$ cat config.mk
export PLATFORM = sky130hd
export DESIGN_NAME = dcbo_unit
export DESIGN_NICKNAME = d
export VERILOG_FILES = /design/src/core/dcbo_unit.v
export VERILOG_INCLUDE_DIRS = /design/src /design/src/core
export SDC_FILE = /design/constraint.sdc
export NUM_CORES = 1
export LEC_CHECK = 0
export ABC_AREA = 1
export BUFFER_PORTS_ARGS = -buffer_cell sky130_fd_sc_hd__clkbuf_2
export CAP_MARGIN = 20
export CELL_PAD_IN_SITES_DETAIL_PLACEMENT = 1
export CELL_PAD_IN_SITES_GLOBAL_PLACEMENT = 1
export CORE_MARGIN = 10
export CORE_UTILIZATION = 38
export DETAILED_ROUTE_END_ITERATION = 8
export GPL_ROUTABILITY_DRIVEN = 0
export PLACE_DENSITY_LB_ADDON = 0.1
export SETUP_SLACK_MARGIN = 0.5
export SYNTH_ARGS = -nofsm -noshare
export SYNTH_HDL_FRONTEND = slang
export SYNTH_SLANG_ARGS = --single-unit
$ cat constraint.sdc
create_clock -name SYS_CLK_I -period 1.9 [get_ports SYS_CLK_I]
set_clock_uncertainty 0.05 [all_clocks]
set_input_delay 0.38 -clock SYS_CLK_I [delete_from_list [all_inputs] [get_ports SYS_CLK_I]]
set_output_delay 0.38 -clock SYS_CLK_I [all_outputs]
set_load 0.005 [all_outputs]
$ cat src/core/dcbo_regs.vh
// Purpose: Constants for the data cache block operation unit
// Assumes: 32-bit instruction words, bit 0 is the most significant bit
// Notes: Register offsets are word indices on the plain register port
`ifndef DCBO_REGS_VH
`define DCBO_REGS_VH
`define DCBO_PRIMARY_OP 6'h1f
`define DCBO_XO_FLUSH 10'h056
`define DCBO_XO_INVAL 10'h1d6
`define DCBO_XO_STORE 10'h036
`define DCBO_XO_TOUCH 10'h116
`define DCBO_XO_TOUCHST 10'h0f6
`define DCBO_REG_CFG 2'h0
`define DCBO_REG_STAT 2'h1
`define DCBO_REG_LAST_EA 2'h2
`define DCBO_CFG_UAXE_BIT 0
`define DCBO_CFG_RESET 32'h00000000
`define DCBO_ST_IDLE 3'h0
`define DCBO_ST_LOOKUP 3'h1
`define DCBO_ST_WB 3'h2
`define DCBO_ST_FILL 3'h3
`define DCBO_ST_DONE 3'h4
`endif

$ cat src/core/dcbo_unit.v
// Purpose: Executes the five data cache line instructions (flush, invalidate,
//          store-line, touch, touch-for-store) and decides their exceptions.
// Assumes: Pipeline presents one instruction at a time with operands already read;
//          cache lookup and translation answer combinationally in the lookup cycle.
// Notes: Memory write-back and fill are handshaken with a done pulse from memory.
//        CLK_EN_I low freezes every register, read data included.
//        A debug match suppresses the cache action; touch faults end silently.
`timescale 1ns/10ps
`default_nettype none
`include "dcbo_regs.vh"
module dcbo_unit (
   input wire SYS_CLK_I,
   input wire ARST_N_I,
   input wire CLK_EN_I,
   // Pipeline side
   input wire INSN_VALID_I,
   input wire [31:0] INSN_I,
   input wire [31:0] BASE_VAL_I,
   input wire [31:0] INDEX_VAL_I,
   input wire USER_MODE_I,
   input wire DATA_RELOC_I,
   output wire INSN_READY_O,
   // Cache and translation lookup
   output wire [31:0] LOOKUP_EA_O,
   input wire LINE_HIT_I,
   input wire LINE_MODIFIED_I,
   input wire ATTR_CACHABLE_I,
   input wire ATTR_USER_DEFINED_I,
   input wire TLB_HIT_I,
   input wire ZONE_NO_ACCESS_I,
   input wire ZONE_READ_ONLY_I,
   // Address compare
   input wire DAC_MATCH_I,
   output reg DAC_CHECK_O,
   output reg DAC_IS_STORE_O,
   // Cache line actions
   output reg CACHE_INVAL_O,
   output reg CACHE_CLEAN_O,
   // Main memory
   output reg MEM_WB_REQ_O,
   output reg MEM_FILL_REQ_O,
   output reg [31:0] MEM_ADDR_O,
   input wire MEM_DONE_I,
   // Completion and exceptions
   output reg DONE_O,
   output reg EXC_DSI_O,
   output reg EXC_DTLB_O,
   output reg EXC_PROG_O,
   output reg EXC_DEBUG_O,
   // Register port
   input wire [1:0] REG_ADDR_I,
   input wire [31:0] REG_WDATA_I,
   input wire REG_WR_I,
   input wire REG_RD_I,
   output reg [31:0] REG_RDATA_O
);

   reg [2:0] state_r;
   reg [2:0] state_nxt;
   reg [2:0] op_r;
   reg [31:0] ea_r;
   reg [31:0] cfg_r;
   reg [31:0] last_ea_r;
   reg [7:0] done_cnt_r;
   wire [5:0] primary = INSN_I[31:26];
   wire [4:0] base_field = INSN_I[20:16];
   wire [9:0] xo = INSN_I[10:1];
   // Reserved bits (rD field, bit 31) are deliberately not decoded
   wire is_flush = (primary == `DCBO_PRIMARY_OP) && (xo == `DCBO_XO_FLUSH);
   wire is_inval = (primary == `DCBO_PRIMARY_OP) && (xo == `DCBO_XO_INVAL);
   wire is_store = (primary == `DCBO_PRIMARY_OP) && (xo == `DCBO_XO_STORE);
   wire is_touch = (primary == `DCBO_PRIMARY_OP) &&
      ((xo == `DCBO_XO_TOUCH) || (xo == `DCBO_XO_TOUCHST));
   wire is_ours = is_flush | is_inval | is_store | is_touch;
   wire [31:0] base_val = (base_field == 5'h00) ? 32'h00000000 : BASE_VAL_I;
   wire [31:0] ea = base_val + INDEX_VAL_I;

   localparam OP_FLUSH = 3'h0;
   localparam OP_INVAL = 3'h1;
   localparam OP_STORE = 3'h2;
   localparam OP_TOUCH = 3'h3;
   reg user_r;
   reg reloc_r;
   wire uaxe = cfg_r[`DCBO_CFG_UAXE_BIT];

   // Exception decisions in the lookup cycle
   wire tlb_miss = reloc_r & ~TLB_HIT_I;
   wire na_fault = reloc_r & user_r & ZONE_NO_ACCESS_I;
   wire dsi_fl_st = na_fault;
   wire dsi_inv = na_fault | (reloc_r & ZONE_READ_ONLY_I) |
      (ATTR_USER_DEFINED_I & uaxe);

   reg dsi;
   reg dtlb;
   always @* begin
      dsi = 1'b0;
      dtlb = 1'b0;
      case (op_r)
         OP_FLUSH: begin
            dsi = dsi_fl_st;
            dtlb = tlb_miss;
         end
         OP_STORE: begin
            dsi = dsi_fl_st;
            dtlb = tlb_miss;
         end
         OP_INVAL: begin
            dsi = dsi_inv;
            dtlb = tlb_miss;
         end
         default: begin
            dsi = 1'b0;
            dtlb = 1'b0;
         end
      endcase
   end

   wire excp = dsi | dtlb | DAC_MATCH_I;
   // Touch drops silently on a would-be fault
   wire touch_blocked = tlb_miss | na_fault;
   assign INSN_READY_O = (state_r == `DCBO_ST_IDLE);
   assign LOOKUP_EA_O = ea_r;

   wire take = INSN_VALID_I && is_ours && (state_r == `DCBO_ST_IDLE);
   wire priv_fault = is_inval && USER_MODE_I;
   wire in_lookup = (state_r == `DCBO_ST_LOOKUP);
   reg [2:0] op_dec;
   always @* begin
      if (is_flush) begin
         op_dec = OP_FLUSH;
      end else if (is_inval) begin
         op_dec = OP_INVAL;
      end else if (is_store) begin
         op_dec = OP_STORE;
      end else begin
         op_dec = OP_TOUCH;
      end
   end

   always @* begin
      state_nxt = state_r;
      case (state_r)
         `DCBO_ST_IDLE: begin
            if (INSN_VALID_I && is_ours && !(is_inval && USER_MODE_I)) begin
               state_nxt = `DCBO_ST_LOOKUP;
            end else if (INSN_VALID_I && is_ours) begin
               state_nxt = `DCBO_ST_DONE;
            end
         end
         `DCBO_ST_LOOKUP: begin
            if (excp) begin
               state_nxt = `DCBO_ST_DONE;
            end else if ((op_r == OP_FLUSH || op_r == OP_STORE) &&
               LINE_HIT_I && LINE_MODIFIED_I) begin
               state_nxt = `DCBO_ST_WB;
            end else if (op_r == OP_TOUCH && !touch_blocked && !LINE_HIT_I &&
               ATTR_CACHABLE_I) begin
               state_nxt = `DCBO_ST_FILL;
            end else begin
               state_nxt = `DCBO_ST_DONE;
            end
         end
         `DCBO_ST_WB: begin
            if (MEM_DONE_I) begin
               state_nxt = `DCBO_ST_DONE;
            end
         end
         `DCBO_ST_FILL: begin
            if (MEM_DONE_I) begin
               state_nxt = `DCBO_ST_DONE;
            end
         end
         `DCBO_ST_DONE: begin
            state_nxt = `DCBO_ST_IDLE;
         end
         default: begin
            state_nxt = `DCBO_ST_IDLE;
         end
      endcase
   end
   // Operands are latched once so the lookup sees a stable address
   always @(posedge SYS_CLK_I or negedge ARST_N_I) begin
      if (!ARST_N_I) begin
         state_r <= `DCBO_ST_IDLE;
         op_r <= OP_FLUSH;
         ea_r <= 32'h00000000;
         user_r <= 1'b0;
         reloc_r <= 1'b0;
      end else if (CLK_EN_I) begin
         state_r <= state_nxt;
         if (take) begin
            ea_r <= ea;
            user_r <= USER_MODE_I;
            reloc_r <= DATA_RELOC_I;
            op_r <= op_dec;
         end
      end
   end

   // Read mux; only the registered copy leaves the block
   reg [31:0] rdata_nxt;
   always @* begin
      rdata_nxt = 32'h00000000;
      if (REG_RD_I) begin
         case (REG_ADDR_I)
            `DCBO_REG_CFG: rdata_nxt = cfg_r;
            `DCBO_REG_STAT: rdata_nxt = {21'h0, done_cnt_r, state_r};
            `DCBO_REG_LAST_EA: rdata_nxt = last_ea_r;
            default: rdata_nxt = 32'h00000000;
         endcase
      end
   end

   // Read data stand only in the cycle after the read strobe
   always @(posedge SYS_CLK_I or negedge ARST_N_I) begin
      if (!ARST_N_I) begin
         cfg_r <= `DCBO_CFG_RESET;
         REG_RDATA_O <= 32'h00000000;
      end else if (CLK_EN_I) begin
         if (REG_WR_I && REG_ADDR_I == `DCBO_REG_CFG) begin
            cfg_r <= REG_WDATA_I;
         end
         REG_RDATA_O <= rdata_nxt;
      end
   end

   // Status bookkeeping; the count wraps, software only looks at differences
   always @(posedge SYS_CLK_I or negedge ARST_N_I) begin
      if (!ARST_N_I) begin
         last_ea_r <= 32'h00000000;
         done_cnt_r <= 8'h00;
      end else if (CLK_EN_I) begin
         if (in_lookup) begin
            last_ea_r <= ea_r;
         end
         if (state_r == `DCBO_ST_DONE) begin
            done_cnt_r <= done_cnt_r + 8'h01;
         end
      end
   end

   // Address compare is asked for in the lookup cycle, on the latched address
   always @(posedge SYS_CLK_I or negedge ARST_N_I) begin
      if (!ARST_N_I) begin
         DAC_CHECK_O <= 1'b0;
         DAC_IS_STORE_O <= 1'b0;
         EXC_DEBUG_O <= 1'b0;
      end else if (CLK_EN_I) begin
         DAC_CHECK_O <= take && !priv_fault;
         if (take && !priv_fault) begin
            DAC_IS_STORE_O <= ~is_touch;
         end
         EXC_DEBUG_O <= in_lookup && DAC_MATCH_I;
      end
   end

   always @(posedge SYS_CLK_I or negedge ARST_N_I) begin
      if (!ARST_N_I) begin
         EXC_DSI_O <= 1'b0;
         EXC_DTLB_O <= 1'b0;
         EXC_PROG_O <= 1'b0;
      end else if (CLK_EN_I) begin
         EXC_PROG_O <= take && priv_fault;
         EXC_DSI_O <= in_lookup && dsi;
         EXC_DTLB_O <= in_lookup && dtlb;
      end
   end

   // A modified flush line is dropped only once memory has taken the write-back
   always @(posedge SYS_CLK_I or negedge ARST_N_I) begin
      if (!ARST_N_I) begin
         CACHE_INVAL_O <= 1'b0;
         CACHE_CLEAN_O <= 1'b0;
      end else if (CLK_EN_I) begin
         CACHE_INVAL_O <= 1'b0;
         CACHE_CLEAN_O <= 1'b0;
         if (in_lookup && !excp && LINE_HIT_I) begin
            if (op_r == OP_INVAL) begin
               CACHE_INVAL_O <= 1'b1;
            end else if (op_r == OP_FLUSH && !LINE_MODIFIED_I) begin
               CACHE_INVAL_O <= 1'b1;
            end
         end
         if (state_r == `DCBO_ST_WB && MEM_DONE_I) begin
            CACHE_INVAL_O <= (op_r == OP_FLUSH);
            CACHE_CLEAN_O <= (op_r == OP_STORE);
         end
      end
   end

   // Requests hold until memory answers with its done pulse
   always @(posedge SYS_CLK_I or negedge ARST_N_I) begin
      if (!ARST_N_I) begin
         MEM_WB_REQ_O <= 1'b0;
         MEM_FILL_REQ_O <= 1'b0;
         MEM_ADDR_O <= 32'h00000000;
      end else if (CLK_EN_I) begin
         if (in_lookup) begin
            MEM_ADDR_O <= ea_r;
            MEM_WB_REQ_O <= (state_nxt == `DCBO_ST_WB);
            MEM_FILL_REQ_O <= (state_nxt == `DCBO_ST_FILL);
         end else if (MEM_DONE_I) begin
            MEM_WB_REQ_O <= 1'b0;
            MEM_FILL_REQ_O <= 1'b0;
         end
      end
   end

   always @(posedge SYS_CLK_I or negedge ARST_N_I) begin
      if (!ARST_N_I) begin
         DONE_O <= 1'b0;
      end else if (CLK_EN_I) begin
         DONE_O <= (state_r == `DCBO_ST_DONE);
      end
   end
endmodule
`default_nettype wire

==> impl_metrics.csv <==
group,metric,value,unit
pwr,peakVddDrop,0.6744,mV
clock_network,cts_tree,"done",
logic_synthesis,synth_seq_cells,154,
logic_synthesis,synth.avg_cell_area,7.475,um^2
floorplan,initial_core_util,38.65,%
global_route,grt_pass1_vias,10520,
sta,setup_viol,28,
clock_network,clk_latency,440,ps
logic_synthesis,yosysSeqAreaShare,40.88,%
floorplan,die_y,177.5,um
clock_network,cts-root-buf,"clkbuf_16",
critical_path,worstPathCellList,"buf_6, nor3_4, nand2_4, buf_6, nand2_4, inv_4, ha_4, fa_2, nand3_2, nand3_4, nand3_4, nand3_4, xor2_1, nor2_1, a21oi_1",
pwr,p_seq_share,36.2,%
sta,period_share,116.3,%
floorplan,core-area,0.02439,mm^2
critical_path,rr_endpoint,"MEM_ADDR_O[8]$_DFFE_PN0P_",
sta,hold_viol_final,0,
job,maxCapViolations,0,
sta,max_freq,452.7,MHz
cells_and_area,n_antenna_cell,0,
critical_path,r2r-start,"state_r[1]$_DFFE_PN0P_",
critical_path,crit_start,"INSN_I[19]",
hold_path,holdCritPathClass,"in -> reg",
critical_path,crit_family,"simple AND/OR/NAND/NOR gates",
critical_path,critPathLaunchType,"input port",
logic_synthesis,synth_top_area_share,40.88,%
global_route,grt_util_met2,39.92,%
clock_network,path_clk_slew,70,ps
detailed_routing,remaining_drc_errors,0,
clock_network,cts_htree_levels,4,
logic_synthesis,synth-main-ff-cell,"dfrtp_1",
logic_synthesis,syn_nets,1441,
sta,rsz0062_at_grt,"true",
critical_path,cp_num_cells,15,
global_route,antenna_found_initial,0,
sta,relSlewSlack,63.77,%
critical_path,critPathSlowestCell,"fa_2",
detailed_routing,initialDrtViolationCount,660,
cells_and_area,drive_above_1_share,51.41,%
logic_synthesis,synthTopCellsByArea,"dfrtp_1 41%, nand2_1 16%, inv_1 8.8%",
global_route,grt_pass1_wl,56.84,mm
cells_and_area,fin_nets,1867,
place,dp_hpwl,27.40,mm
logic_synthesis,netlist-cell-type-count,45,
sta,drv_slew,0,
floorplan,dieArea,0.03151,mm^2
detailed_routing,wl,45.45,mm
detailed_routing,drt_first_pass_iters,5,
critical_path,cp_slowest_stage_delay,410,ps
critical_path,crit_required,2210,ps
place,portBuffers,243,
global_route,busiest_layer,"met2",
sta,setup_tns,-5232,ps
outcome,status,"complete, but fails checks",
critical_path,criticalPathCategory,"in -> reg",
detailed_routing,avgRoutedWirePerCell,22.45,um
floorplan,io_pins,255,
detailed_routing,via_per_inst,5.250,
critical_path,crit_arrival,2520,ps
sta,layout_min_cycle_time,2209,ps
outcome,violations,"setup timing",
critical_path,crit_path_end_kind,"register",
pwr,p_leak,8.074,nW
cells_and_area,fillers,2926,
critical_path,rr_worst_depth,9,
logic_synthesis,synthArstFlopShare,100.0,%
pwr,combPwrFrac,29.6,%
sta,fin_ws,-309.0,ps
pwr,clock_power_share,34.2,%
logic_synthesis,syn_inst,1261,
logic_synthesis,yosysWarnings,0,
global_route,grt_overflow_total,0,
sta,timing.hold.ws,111.1,ps
critical_path,crit_fanout,5,
cells_and_area,area_growth_syn_to_layout,62.61,%
critical_path,path_buf_inv,3,
pwr,power_density,705.8,mW/mm^2
clock_network,cts_sinks,154,
logic_synthesis,synth_top_area_cell,"dfrtp_1",
critical_path,cpMostUsedCell,"nand3_4",
sta,worst_pin_slew,542.1,ps
logic_synthesis,syn_area,0.009427,mm^2
critical_path,endpoint,"LOOKUP_EA_O[12]$_DFFE_PN0P_",
pwr,sw_frac_of_total,32.92,%
floorplan,fp.dieW,177.5,um
clock_network,clockBufferDepth,2,
detailed_routing,drt.antenna.violating_nets,0,
critical_path,r2r_setup_slack,10,ps
detailed_routing,vias,10630,
logic_synthesis,synth_edf_count,0,
pwr,netSwitchingPower,3.561,mW
global_route,track_usage,22.83,%
pwr,internal_power,7.257,mW
global_route,grt_use_met3,4.526,%
floorplan,rows,57,
global_route,grt_max_degree,48,
global_route,met1_usage,27.24,%
clock_network,cts_made_buffers,17,
[what timing repair did]
| item | in CTS | in global routing |
|---|---|---|
| endpoints found under the setup margin | 101 | 169 |
| hold endpoints to repair | 23 | 0 |
| hold buffers | 1 | 0 |
| resized for setup | 190 | 286 |
| cloned | 1 | 10 |
| pin swaps | 48 | 70 |
| buffers inserted | 58 | 38 |
[worst reg2reg max path: cells and delay by family (launching register included)]
family | cells | cell delay [ps]
AO/OA/AOI/OAI | 1 | 150
flip-flops | 1 | 440
buffers and inverters | 4 | 630
AND/OR/NAND/NOR | 4 | 510
[cells in the final DEF, fill, tap and decap left out, types with 7 or more instances in the layout]
| cell | synthesis | routed |
|---|---|---|
| inv_2 | 8 | 29 |
| a22o_1 | 33 | 33 |
| clkbuf_2 | 0 | 229 |
| xor2_1 | 17 | 13 |
| buf_6 | 6 | 34 |
| mux2_2 | 25 | 25 |
| inv_1 | 222 | 192 |
| nand2_4 | 2 | 55 |
| clkbuf_16 | 0 | 23 |
| nand3_2 | 4 | 17 |
| o21ai_2 | 2 | 31 |
| buf_12 | 1 | 13 |
| mux2_1 | 7 | 7 |
| a21oi_2 | 3 | 10 |
| buf_4 | 0 | 146 |
| nand4_1 | 14 | 14 |
| nand2_2 | 2 | 93 |
| a21oi_1 | 38 | 28 |
| o21ai_1 | 19 | 17 |
| nor2_1 | 71 | 32 |
| o22ai_1 | 10 | 10 |
| nor2_2 | 8 | 26 |
| nand3_1 | 45 | 20 |
| nor2_4 | 3 | 24 |
| nand3_4 | 1 | 13 |
| nand2_1 | 407 | 260 |
| o21ai_0 | 54 | 24 |
| dfrtp_1 | 154 | 151 |
| ha_4 | 0 | 29 |
[synthesized netlist by cell type, types with 3 or more instances]
cell	instances
nand3_1	45
o21ai_1	19
o21bai_1	3
nand4_1	14
mux2_1	7
mux2_2	25
o21a_1	3
nand2_1	407
nor2_2	8
a21boi_1	3
ha_1	32
a21oi_2	3
buf_2	6
o22ai_1	10
nand3_2	4
buf_6	6
and2_1	6
clkbuf_1	21
dfrtp_1	154
nor3_1	8
inv_2	8
nor2_1	71
a21boi_2	4
nand3b_1	4
o21ai_0	54
inv_1	222
a21oi_1	38
xor2_1	17
xnor2_1	3
a22o_1	33
nor2_4	3
[cell type report]
| type | count | area, um^2 | area share [%] |
|---|---|---|---|
| clock buffers | 18 | 429.2 | 2.800 |
| clock inverters | 14 | 195.2 | 1.273 |
| inverters | 230 | 920.9 | 6.008 |
| multi-input cells | 843 | 6354 | 41.45 |
| flip-flops and latches | 154 | 3857 | 25.17 |
| well taps | 324 | 405.4 | 2.645 |
| repair buffers | 440 | 3159 | 20.61 |
| repair inverters | 1 | 7.507 | 0.04898 |
[stage by stage]
stage               setup slack [ps]  instance area, um^2  total power [mW]  std cells  util [%]
global route                  -403.1                15330             11.26       2024     62.85
detailed placement            -786.4                12080             6.269       1884     49.54
floorplan                     -355.9                 9902             5.125       1261         -
finish                        -309.0                15330             10.82       2024     62.85
CTS                           -202.1                13900             10.23       1976     56.98
global placement              -741.2                12080             6.178       1884     49.54
[cells by family (layout without fill, tap and decap cells)]
| logic type | Yosys count | in the layout | synth area share [%] |
|---|---|---|---|
| AOI/OAI and AO/OA | 177 | 177 | 11.68 |
| xor gates and xnor gates | 20 | 20 | 1.858 |
| adders and majority gates | 33 | 33 | 4.460 |
| buffers and inverters | 264 | 703 | 11.24 |
| DFF | 154 | 154 | 40.88 |
| muxes | 32 | 32 | 3.823 |
| and+or+nand+nor | 581 | 581 | 26.06 |
[per-layer routing]
metal	vias to the layer above	share of wire [%]	routed length (um)
met2	405	51	23380
met1	5290	39	17650
li1	4816	-	-
met4	0	4.3	1955
met5	-	0	0
met3	115	5.4	2465
[flip-flops by register name, indices dropped and copies added, names as in the netlist]
name            cells
user_r              1
EXC_PROG_O          1
EXC_DEBUG_O         1
done_cnt_r          8
DAC_CHECK_O         1
cfg_r              32
MEM_FILL_REQ_O      1
MEM_WB_REQ_O        1
CACHE_INVAL_O       1
EXC_DTLB_O          1
CACHE_CLEAN_O       1
EXC_DSI_O           1
DAC_IS_STORE_O      1
op_r                2
reloc_r             1
MEM_ADDR_O         32
state_r             3
LOOKUP_EA_O        32
DONE_O              1
REG_RDATA_O        32
[worst min path at each step]
stage | cells past startpoint | to | start | slack [ps]
final | 2 | cfg_r[14]$_DFFE_PN0P_ | REG_WDATA_I[14] | 110
after global routing | 2 | cfg_r[14]$_DFFE_PN0P_ | REG_WDATA_I[14] | 110
after CTS | 3 | reloc_r$_DFFE_PN0P_ | DATA_RELOC_I | 100
after detailed placement | 1 | DONE_O$_DFFE_PN0P_ | ARST_N_I | 210
after global placement | 1 | DONE_O$_DFFE_PN0P_ | ARST_N_I | 220
after floorplan | 0 | CACHE_CLEAN_O$_DFFE_PN0P_ | ARST_N_I | 30
[power by group through the flow]
| stage | clock network [mW] | registers (mW) | logic, mW |
|---|---|---|---|
| 5_1_grt | 3.85 | 3.95 | 3.46 |
| 3_3_place_gp | 0 | 3.92 | 2.26 |
| 2_1_floorplan | 0 | 3.87 | 1.25 |
| 3_5_place_dp | 0 | 3.94 | 2.33 |
| 6_report | 3.70 | 3.91 | 3.20 |
| 4_1_cts | 3.66 | 3.87 | 2.70 |
Power figures use the tool's default switching activity.
